### config.mk
export PLATFORM = sky130hd
export DESIGN_NAME = tkec_top
export DESIGN_NICKNAME = d
export VERILOG_FILES = /design/src/inc/tkec_pkg.sv /design/src/logic/tkec_top.sv /design/src/logic/tkec_ms_tick.sv /design/src/logic/tkec_spread.sv
export SDC_FILE = /design/constraint.sdc
export NUM_CORES = 2
export LEC_CHECK = 0
export ABC_CLOCK_PERIOD_IN_PS = 16800
export BUFFER_PORTS_ARGS = -buffer_cell sky130_fd_sc_hd__clkbuf_2
export CAP_MARGIN = 0
export CELL_PAD_IN_SITES_DETAIL_PLACEMENT = 0
export CELL_PAD_IN_SITES_GLOBAL_PLACEMENT = 1
export CORE_MARGIN = 2
export CORE_UTILIZATION = 51
export DETAILED_ROUTE_END_ITERATION = 7
export HOLD_SLACK_MARGIN = 0.06
export PLACE_DENSITY = 0.88
export SYNTH_ARGS = -nofsm -noshare
export SYNTH_HDL_FRONTEND = slang
export SYNTH_SLANG_ARGS = --single-unit
export TNS_END_PERCENT = 10
### constraint.sdc
create_clock -name i_ref_clk -period 16.8 [get_ports i_ref_clk]
set_input_delay 3.36 -clock i_ref_clk [delete_from_list [all_inputs] [get_ports i_ref_clk]]
set_output_delay 3.36 -clock i_ref_clk [all_outputs]
set_load 0.005 [all_outputs]
### src/inc/tkec_pkg.sv
// Shared constants, types and helpers of the touch-key event control block
package tkec_pkg;

  localparam int NUM_KEYS = 16;
  localparam int KEY_W    = 4;
  localparam int VAL_W    = 16;
  localparam int ACC_W    = 24;

  localparam logic [7:0] KEY_STATUS_LOW_ADDR  = 8'h02;
  localparam logic [7:0] KEY_STATUS_HIGH_ADDR = 8'h03;
  localparam logic [7:0] KEY_STATUS_RESET     = 8'h00;
  localparam logic [7:0] UNMAPPED_READ_VALUE  = 8'h00;

  localparam int CLK_PERIOD_PS     = 4000;
  localparam int MS_PS             = 1000000000;
  localparam int MS_CYCLES_DEFAULT = MS_PS / CLK_PERIOD_PS;
  localparam int MS_CNT_W          = 18;

  localparam logic [7:0] AUTO_REL_MIN_MS = 8'h0A;
  localparam logic [7:0] AUTO_REL_MAX_MS = 8'hC8;

  localparam logic       INT_MODE_SINGLE = 1'b0;
  localparam logic       INT_MODE_REPEAT = 1'b1;
  localparam logic [1:0] LIMIT_ONE_KEY   = 2'h1;

  localparam logic [3:0] SS_RATE_OFF = 4'h0;

  typedef enum {
    SC_START,
    SC_SAMPLE,
    SC_EVAL,
    SC_ROUND_WAIT
  } tkec_scan_e;

  // Number of keys set in a status word
  function automatic logic [4:0] tkec_count_keys(input logic [15:0] keys);
    logic [4:0] n;
    n = 5'h00;
    for (int i = 0; i < NUM_KEYS; i++) begin
      n = n + {4'h0, keys[i]};
    end
    return n;
  endfunction : tkec_count_keys

  // Saturating step of a millisecond counter
  function automatic logic [15:0] tkec_inc16(input logic [15:0] v);
    return (v == 16'hFFFF) ? v : v + 16'h0001;
  endfunction : tkec_inc16

endpackage : tkec_pkg

### src/logic/tkec_top.sv
// Touch-key scan, event, interrupt and sleep control
//
// Overview of operation
// - Without auto-release, interrupt stays low until both status bytes are read.
// - With auto-release, reads or the programmed 10-200 ms timeout release it.
// - Sweep rate zero switches spread-spectrum modulation off.
// - Amplitude setting bounds the scan frequency deviation.
// - Limit disabled: every pressed key is reported.
// - Limit enabled: at most one, two or three keys held together.
// - Single mode: one interrupt per press and per release.
// - Repeat mode: repeated interrupts while held, one on release.
// - Repeat: first-repeat delay, then repeat interval, in milliseconds.
// - Baselines of keys not reported pressed recalibrate every programmed number of scan rounds.
// - Sustained negative drift beyond threshold forces that key's recalibration.
// - Programmed number of samples per key are averaged.
// - Key sampling time is sample time times sample count.
// - Programmed round delay in milliseconds separates scan rounds.
// - Auto sleep after the programmed idle time without key activity.
// - In sleep, only wake-enabled keys reaching wake threshold wake.
`timescale 1ns/10ps
module tkec_top
  import tkec_pkg::*;
#(
  parameter int MS_CYCLES = MS_CYCLES_DEFAULT
) (
  input  wire logic               i_ref_clk,
  input  wire logic               i_rst,
  input  wire logic               i_reg_rd,
  input  wire logic [7:0]         i_reg_addr,
  output logic [7:0]              o_reg_rdata,
  output logic                    o_reg_rvalid,
  output logic                    o_irq_out_n,
  input  wire logic               i_auto_release_en,
  input  wire logic [7:0]         i_auto_release_ms,
  input  wire logic               i_int_mode,
  input  wire logic [15:0]        i_first_repeat_ms,
  input  wire logic [15:0]        i_repeat_ms,
  input  wire logic               i_limit_en,
  input  wire logic [1:0]         i_concurrent_key_limit,
  input  wire logic [3:0]         i_ss_sweep_rate,
  input  wire logic [5:0]         i_ss_amplitude,
  output logic                    o_ss_active,
  output logic signed [7:0]       o_ss_offset,
  input  wire logic [7:0]         i_recal_cycle_count,
  input  wire logic [15:0]        i_negative_drift_threshold,
  input  wire logic [7:0]         i_forced_recal_threshold,
  input  wire logic [15:0]        i_touch_threshold,
  input  wire logic [2:0]         i_samples_per_key_log2,
  input  wire logic [7:0]         i_sample_cycles,
  output logic                    o_sample_start,
  output logic [KEY_W-1:0]        o_scan_key,
  input  wire logic [VAL_W-1:0]   i_raw_value,
  input  wire logic [7:0]         i_round_delay_ms,
  input  wire logic               i_auto_sleep_en,
  input  wire logic [15:0]        i_sleep_idle_ms,
  input  wire logic [15:0]        i_wake_enable,
  input  wire logic [15:0]        i_wake_threshold,
  output logic                    o_sleep
);

  typedef struct packed {
    tkec_scan_e                          scan_st;
    logic [KEY_W-1:0]                    key;
    logic [7:0]                          smp_cnt;
    logic [7:0]                          tim;
    logic [ACC_W-1:0]                    acc;
    logic [NUM_KEYS-1:0][VAL_W-1:0]      base;
    logic [NUM_KEYS-1:0][7:0]            negc;
    logic                                calibrated;
    logic                                recal_round;
    logic [7:0]                          round_cnt;
    logic [7:0]                          delay_ms;
    logic [15:0]                         status;
    logic                                start;
    logic                                irq_n;
    logic                                rd_lo;
    logic                                rd_hi;
    logic [7:0]                          auto_ms;
    logic [15:0]                         rep_ms;
    logic                                rep_first;
    logic [15:0]                         idle_ms;
    logic                                sleep;
    logic [7:0]                          rdata;
    logic                                rvalid;
  } tkec_top_s;

  tkec_top_s          s;
  tkec_top_s          next_s;
  logic               ms_tick;
  logic [VAL_W-1:0]   avg;
  logic signed [16:0] delta;
  logic signed [16:0] neg_mag;
  logic               pressed;
  logic               neg_drift;
  logic               wake_hit;
  logic               new_bit;
  logic               key_event;
  logic               rep_event;
  logic               any_event;
  logic [1:0]         limit;
  logic [7:0]         auto_lim;
  logic [8:0]         smp_total;
  logic [7:0]         smp_time;

  tkec_ms_tick #(
    .MS_CYCLES (MS_CYCLES)
  ) u_ms_tick (
    .i_ref_clk (i_ref_clk),
    .i_rst     (i_rst),
    .o_tick    (ms_tick)
  );

  tkec_spread u_spread (
    .i_ref_clk       (i_ref_clk),
    .i_rst           (i_rst),
    .i_ss_sweep_rate (i_ss_sweep_rate),
    .i_ss_amplitude  (i_ss_amplitude),
    .o_ss_active     (o_ss_active),
    .o_ss_offset     (o_ss_offset)
  );

  always_comb begin
    next_s        = s;
    next_s.start  = 1'b0;
    next_s.rvalid = 1'b0;
    key_event     = 1'b0;
    rep_event     = 1'b0;
    new_bit       = 1'b0;

    avg       = VAL_W'(s.acc >> i_samples_per_key_log2);
    delta     = $signed({1'b0, avg}) - $signed({1'b0, s.base[s.key]});
    neg_mag   = -delta;
    pressed   = delta > $signed({1'b0, i_touch_threshold});
    neg_drift = delta[16] &&
                (neg_mag > $signed({1'b0, i_negative_drift_threshold}));
    wake_hit  = i_wake_enable[s.key] &&
                (delta >= $signed({1'b0, i_wake_threshold}));
    limit     = (i_concurrent_key_limit == 2'h0) ? LIMIT_ONE_KEY
                                                 : i_concurrent_key_limit;
    smp_total = 9'(9'h001 << i_samples_per_key_log2);
    smp_time  = (i_sample_cycles == 8'h00) ? 8'h01 : i_sample_cycles;

    // Scan sequencer
    case (s.scan_st)
      SC_START: begin
        next_s.start   = 1'b1;
        next_s.tim     = 8'h00;
        next_s.scan_st = SC_SAMPLE;
      end
      SC_SAMPLE: begin
        next_s.tim = s.tim + 8'h01;
        if (s.tim + 8'h01 >= smp_time) begin
          next_s.acc     = s.acc + ACC_W'(i_raw_value);
          next_s.smp_cnt = s.smp_cnt + 8'h01;
          if ({1'b0, s.smp_cnt} + 9'h001 >= smp_total) begin
            next_s.scan_st = SC_EVAL;
          end else begin
            next_s.scan_st = SC_START;
          end
        end
      end
      SC_EVAL: begin
        next_s.acc     = '0;
        next_s.smp_cnt = 8'h00;
        if (!s.calibrated) begin
          next_s.base[s.key] = avg;
        end else if (s.sleep) begin
          if (wake_hit) begin
            next_s.sleep   = 1'b0;
            next_s.idle_ms = 16'h0000;
          end
        end else begin
          new_bit = pressed;
          if (pressed && !s.status[s.key] && i_limit_en &&
              (tkec_count_keys(s.status) >= {3'h0, limit})) begin
            new_bit = 1'b0;
          end
          next_s.status[s.key] = new_bit;
          key_event = new_bit != s.status[s.key];
          if (neg_drift) begin
            if (s.negc[s.key] + 8'h01 >= i_forced_recal_threshold) begin
              next_s.base[s.key] = avg;
              next_s.negc[s.key] = 8'h00;
            end else begin
              next_s.negc[s.key] = s.negc[s.key] + 8'h01;
            end
          end else begin
            next_s.negc[s.key] = 8'h00;
            if (s.recal_round && !new_bit) begin
              next_s.base[s.key] = avg;
            end
          end
        end
        if (s.key == KEY_W'(NUM_KEYS - 1)) begin
          next_s.key        = '0;
          next_s.calibrated = 1'b1;
          next_s.delay_ms   = 8'h00;
          if (s.round_cnt + 8'h01 >= i_recal_cycle_count) begin
            next_s.round_cnt   = 8'h00;
            next_s.recal_round = 1'b1;
          end else begin
            next_s.round_cnt   = s.round_cnt + 8'h01;
            next_s.recal_round = 1'b0;
          end
          if (i_round_delay_ms == 8'h00) begin
            next_s.scan_st = SC_START;
          end else begin
            next_s.scan_st = SC_ROUND_WAIT;
          end
        end else begin
          next_s.key     = s.key + 1'b1;
          next_s.scan_st = SC_START;
        end
      end
      SC_ROUND_WAIT: begin
        if (ms_tick) begin
          next_s.delay_ms = s.delay_ms + 8'h01;
          if (s.delay_ms + 8'h01 >= i_round_delay_ms) begin
            next_s.scan_st = SC_START;
          end
        end
      end
      default: begin
        next_s.scan_st = SC_START;
      end
    endcase

    // Auto-repeat while any key is held
    if (key_event || (next_s.status == 16'h0000) ||
        (i_int_mode != INT_MODE_REPEAT)) begin
      next_s.rep_ms    = 16'h0000;
      next_s.rep_first = 1'b1;
    end else if (ms_tick) begin
      next_s.rep_ms = tkec_inc16(s.rep_ms);
      if (s.rep_first && (tkec_inc16(s.rep_ms) >= i_first_repeat_ms)) begin
        rep_event        = 1'b1;
        next_s.rep_ms    = 16'h0000;
        next_s.rep_first = 1'b0;
      end else if (!s.rep_first &&
                   (tkec_inc16(s.rep_ms) >= i_repeat_ms)) begin
        rep_event     = 1'b1;
        next_s.rep_ms = 16'h0000;
      end
    end
    any_event = key_event || rep_event;

    // Status register reads
    if (i_reg_rd) begin
      next_s.rvalid = 1'b1;
      case (i_reg_addr)
        KEY_STATUS_LOW_ADDR:  next_s.rdata = s.status[7:0];
        KEY_STATUS_HIGH_ADDR: next_s.rdata = s.status[15:8];
        default:              next_s.rdata = UNMAPPED_READ_VALUE;
      endcase
    end

    // Interrupt line; a new event wins over a release in the same cycle
    auto_lim = (i_auto_release_ms < AUTO_REL_MIN_MS) ? AUTO_REL_MIN_MS :
               (i_auto_release_ms > AUTO_REL_MAX_MS) ? AUTO_REL_MAX_MS :
               i_auto_release_ms;
    if (any_event) begin
      next_s.irq_n   = 1'b0;
      next_s.rd_lo   = 1'b0;
      next_s.rd_hi   = 1'b0;
      next_s.auto_ms = 8'h00;
    end else if (!s.irq_n) begin
      if (i_reg_rd && (i_reg_addr == KEY_STATUS_LOW_ADDR)) begin
        next_s.rd_lo = 1'b1;
      end
      if (i_reg_rd && (i_reg_addr == KEY_STATUS_HIGH_ADDR)) begin
        next_s.rd_hi = 1'b1;
      end
      if (ms_tick) begin
        next_s.auto_ms = s.auto_ms + 8'h01;
      end
      if (next_s.rd_lo && next_s.rd_hi) begin
        next_s.irq_n = 1'b1;
        next_s.rd_lo = 1'b0;
        next_s.rd_hi = 1'b0;
      end else if (i_auto_release_en && ms_tick &&
                   (s.auto_ms + 8'h01 >= auto_lim)) begin
        next_s.irq_n = 1'b1;
        next_s.rd_lo = 1'b0;
        next_s.rd_hi = 1'b0;
      end
    end

    // Idle tracking toward sleep
    if (any_event || (s.status != 16'h0000) || s.sleep ||
        !i_auto_sleep_en) begin
      if (!s.sleep) begin
        next_s.idle_ms = 16'h0000;
      end
    end else if (ms_tick) begin
      next_s.idle_ms = tkec_inc16(s.idle_ms);
      if (tkec_inc16(s.idle_ms) >= i_sleep_idle_ms) begin
        next_s.sleep = 1'b1;
      end
    end
  end

  always_ff @(posedge i_ref_clk) begin
    if (i_rst) begin
      s           <= '0;
      s.scan_st   <= SC_START;
      s.irq_n     <= 1'b1;
      s.rep_first <= 1'b1;
      s.rdata     <= KEY_STATUS_RESET;
    end else begin
      s <= next_s;
    end
  end

  assign o_reg_rdata    = s.rdata;
  assign o_reg_rvalid   = s.rvalid;
  assign o_irq_out_n    = s.irq_n;
  assign o_sample_start = s.start;
  assign o_scan_key     = s.key;
  assign o_sleep        = s.sleep;

endmodule : tkec_top

### src/logic/tkec_ms_tick.sv
// Millisecond tick generator
`timescale 1ns/10ps
module tkec_ms_tick
  import tkec_pkg::*;
#(
  parameter int MS_CYCLES = MS_CYCLES_DEFAULT
) (
  input  wire logic i_ref_clk,
  input  wire logic i_rst,
  output logic      o_tick
);

  typedef struct packed {
    logic [MS_CNT_W-1:0] cnt;
    logic                tick;
  } tkec_tick_s;

  tkec_tick_s s;
  tkec_tick_s next_s;

  always_comb begin
    next_s      = s;
    next_s.tick = 1'b0;
    if (s.cnt == MS_CNT_W'(MS_CYCLES - 1)) begin
      next_s.cnt  = '0;
      next_s.tick = 1'b1;
    end else begin
      next_s.cnt = s.cnt + 1'b1;
    end
  end

  always_ff @(posedge i_ref_clk) begin
    if (i_rst) begin
      s <= '0;
    end else begin
      s <= next_s;
    end
  end

  assign o_tick = s.tick;

endmodule : tkec_ms_tick

### src/logic/tkec_spread.sv
// Triangle spread-spectrum offset for the scan clock
`timescale 1ns/10ps
module tkec_spread
  import tkec_pkg::*;
(
  input  wire logic              i_ref_clk,
  input  wire logic              i_rst,
  input  wire logic [3:0]        i_ss_sweep_rate,
  input  wire logic [5:0]        i_ss_amplitude,
  output logic                   o_ss_active,
  output logic signed [7:0]      o_ss_offset
);

  typedef struct packed {
    logic [3:0]        prescale;
    logic signed [7:0] offset;
    logic              up;
    logic              active;
  } tkec_ss_s;

  tkec_ss_s          s;
  tkec_ss_s          next_s;
  logic signed [7:0] amp;

  always_comb begin
    next_s = s;
    amp    = $signed({2'b00, i_ss_amplitude});
    if (i_ss_sweep_rate == SS_RATE_OFF) begin
      next_s = '0;
    end else begin
      next_s.active = 1'b1;
      if (s.prescale >= i_ss_sweep_rate) begin
        next_s.prescale = 4'h0;
        // Swing bounded by the amplitude setting
        if (s.up) begin
          if (s.offset >= amp) begin
            next_s.up     = 1'b0;
            next_s.offset = s.offset - 8'sh01;
          end else begin
            next_s.offset = s.offset + 8'sh01;
          end
        end else begin
          if (s.offset <= -amp) begin
            next_s.up     = 1'b1;
            next_s.offset = s.offset + 8'sh01;
          end else begin
            next_s.offset = s.offset - 8'sh01;
          end
        end
      end else begin
        next_s.prescale = s.prescale + 4'h1;
      end
    end
  end

  always_ff @(posedge i_ref_clk) begin
    if (i_rst) begin
      s <= '0;
    end else begin
      s <= next_s;
    end
  end

  assign o_ss_active = s.active;
  assign o_ss_offset = s.offset;

endmodule : tkec_spread

==> results_dict.tcl <==
set metrics [dict create \
    outcome "complete, no violations" \
    ir_drop_mv 0.0854 \
    synth_cell_types 79 \
    synth_area_leaders "dfxtp_1 (34%), mux4_2 (9.4%), ha_1 (8.5%)" \
    cts_hold_buf 0 \
    cts_root_buf "clkbuf_16" \
    synth_area_per_cell_um2 8.96 \
    syn_inst 3613 \
    slew_headroom 0.179 \
    dp_hpwl_um 63000 \
    tightest_slew_ns 1.22 \
    rsz0062_at_grt "no" \
    synth-edff-count 0 \
    setup_viol 0 \
    critPathArrivalTime_ns 11.14 \
    cp-start-kind "primary input" \
    cpPeakStageDelay_ns 0.96 \
    drc 0 \
    finalCritPeriodShare 0.629 \
    io-pin-count 223 \
    gp_congestion 0.886 \
    worstHoldPathType "flip-flop to flip-flop" \
    synth_seq_cells 551 \
    syn_nets 4042 \
    drive_gt1_frac 0.144 \
    fillCellCount 5684 \
    drt_iter0_drc 2255 \
    grt_overflow 0 \
    path_cells "clkbuf_2, mux2_2, o21ai_0, nor2_1, a21oi_1, inv_1, ha_1, and3b_1, a211oi_1, o211ai_1, nor3_2, nand3b_1, nor4_4, and2_1, xnor2_1, ha_1, nand2_1, or2_2, a31oi_1, o211ai_1, a211oi_1, nor2b_1, nand3_1, a21oi_1" \
    fin_skew_ns 0.0538 \
    die-area_um2 65500 \
    placed_cell_area_um2 33700 \
    antenna_found_initial 0 \
    core_area_um2 62900 \
    drv_cap 0 \
    drt_wl_total_um 90600 \
    critPathKind "primary input to flip-flop" \
    clkTransAtPathRegs_ns 0.06 \
    critical_path.slowest_cell "nor2b_1" \
    leakagePower_nw 15.6 \
    end_kind "flip-flop" \
    cp_top_family "simple AND/OR/NAND/NOR gates" \
    min_path_cells 2 \
    power_density_nw_per_um2 81.7 \
    worstPathMaxFanout 32 \
    cts.repair.resized 0 \
    clock_path_buffers 3 \
    utilization 0.567 \
    required_ns 17.37 \
    clk_latency_ns 0.66 \
    final_antenna_net_count 0 \
    yosys.area.top_type "dfxtp_1" \
    die_y_um 256 \
    fin_area_um2 35600 \
    cts_setup_buffers 0 \
    fmax_mhz 94.6 \
    rows 92 \
    drtPass1Iterations 5 \
    yosysSeqAreaShare 0.341 \
    synth_top_area_frac 0.341 \
    synth_commonest_cells "nand2_1 (619), dfxtp_1 (551), a21oi_1 (279)" \
    initial_utilization 0.515 \
    yosysMostFrequentCell "nand2_1" \
    grt_max_degree 92 \
    vias 26717 \
    hold_viol 0 \
    syn_area_um2 32400 \
    numClockSinks 551 \
    cp_num_cells 24 \
    cts_tree "done" \
    grt_first_pass_wirelength_um 143000 \
    dieWidth_um 256 \
    period_needed_ns 10.57 \
    n_antenna_cell 0 \
    crit_buf_inv 2 \
    worstRegToRegCells 24 \
    async_flop_share 0 \
    synth_warnings 0 \
    nets 4127 \
    avgViaCountPerCell 5.82 \
    cts_made_buffers 59 \
    grt_pass1_vias 25331 \
    wire_per_inst_um 19.7 \
    grtUsageTotal 0.271 \
    slew_violations 0 \
    finalSetupTns_ns 0 \
    area_growth_pct 10.2 \
    synth_ff_type "dfxtp_1" \
    htree_levels 2 \
    port_buffers 222 \
]
[cell type report]
class	count	area, um^2	area share
Sequential cell	551	11000	0.310
Inverter	226	853	0.0239
Clock inverter	19	230	0.00646
Multi-Input combinational cell	2610	19400	0.545
Tap cell	846	1060	0.0297
Timing Repair Buffer	250	1330	0.0373
Clock buffer	88	1720	0.0481
[routing by layer]
layer,part of all wire,wire length [um],vias to the layer above,global-route usage
li1,-,-,12875,-
met1,0.45,41000,12782,0.375
met2,0.45,41100,933,0.437
met3,0.073,6620,127,0.0490
met4,0.020,1820,0,0.0666
met5,0,0,-,0
[metrics by stage]
| step | setup slack, ns | total power [mW] | hold WS, ns | cells |
|---|---|---|---|---|
| floorplan | 7.31 | 1.55 | 0.413 | 3613 |
| global placement | 5.80 | 1.64 | 0.428 | 4483 |
| detailed placement | 5.73 | 1.64 | 0.442 | 4483 |
| CTS | 6.33 | 2.93 | 0.454 | 4590 |
| global route | 5.60 | 3.02 | 0.468 | 4590 |
| finish | 6.23 | 2.91 | 0.451 | 4590 |
[kinds of logic (layout without fill, tap and decap cells)]
group,after synthesis,count (layout),synth area share
adders and majority gates,231,231,0.0921
AOI/OAI and AO/OA,657,657,0.131
DFF,551,551,0.341
xor gates and xnor gates,126,126,0.0341
and+or+nand+nor,1225,1225,0.175
buffers and inverters,452,583,0.0595
muxes,371,371,0.167
[path summary, 6_finish.rpt]
path,slack (ns),startpoint,to
max,6.23,i_samples_per_key_log2[1],flip-flop
min,0.45,flip-flop,flip-flop
max reg2reg,8.33,o_scan_key[1],flip-flop
min reg2reg,0.45,flip-flop,flip-flop
[where the power goes]
group	internal [mW]	leakage, nW	switching [mW]
combinational	0.115	10.3	0.177
sequential	1.31	4.44	0.0115
clock	0.739	0.942	0.560
total	2.17	15.6	0.748
[cells in the final DEF, fill, tap and decap left out, drive strengths merged, types with 7 or more instances in the layout]
cell,n
buf,28
a211oi,23
o211ai,9
xor2,53
a31oi,17
nor2b,33
or2,11
clkinv,14
nand2,619
nand3b,18
a22o,18
nand2b,26
mux2i,222
nor2,187
dfxtp,551
ha,219
a21oi,279
or3,14
a21o,65
xnor2,73
clkbuf,310
a22oi,19
nand3,133
nor3,53
fa,12
inv,225
o21a,18
and2,19
mux2,14
and3,35
mux4,135
o31ai,12
a32o,7
nor4,23
o21ai,84
nor3b,12
o2bb2ai,48
nand4,25
o21bai,8
[worst register-to-register path, delay by kind of cell (launching register included)]
kind,cells,cell delay (ns)
and+or+nand+nor,9,2.76
AOI/OAI and AO/OA,6,1.70
muxes,2,0.98
DFF,1,0.95
buffers and inverters,2,0.88
adders and majority gates,3,0.81
xor gates and xnor gates,2,0.36
Note: power is estimated with default switching activity, not from simulation.
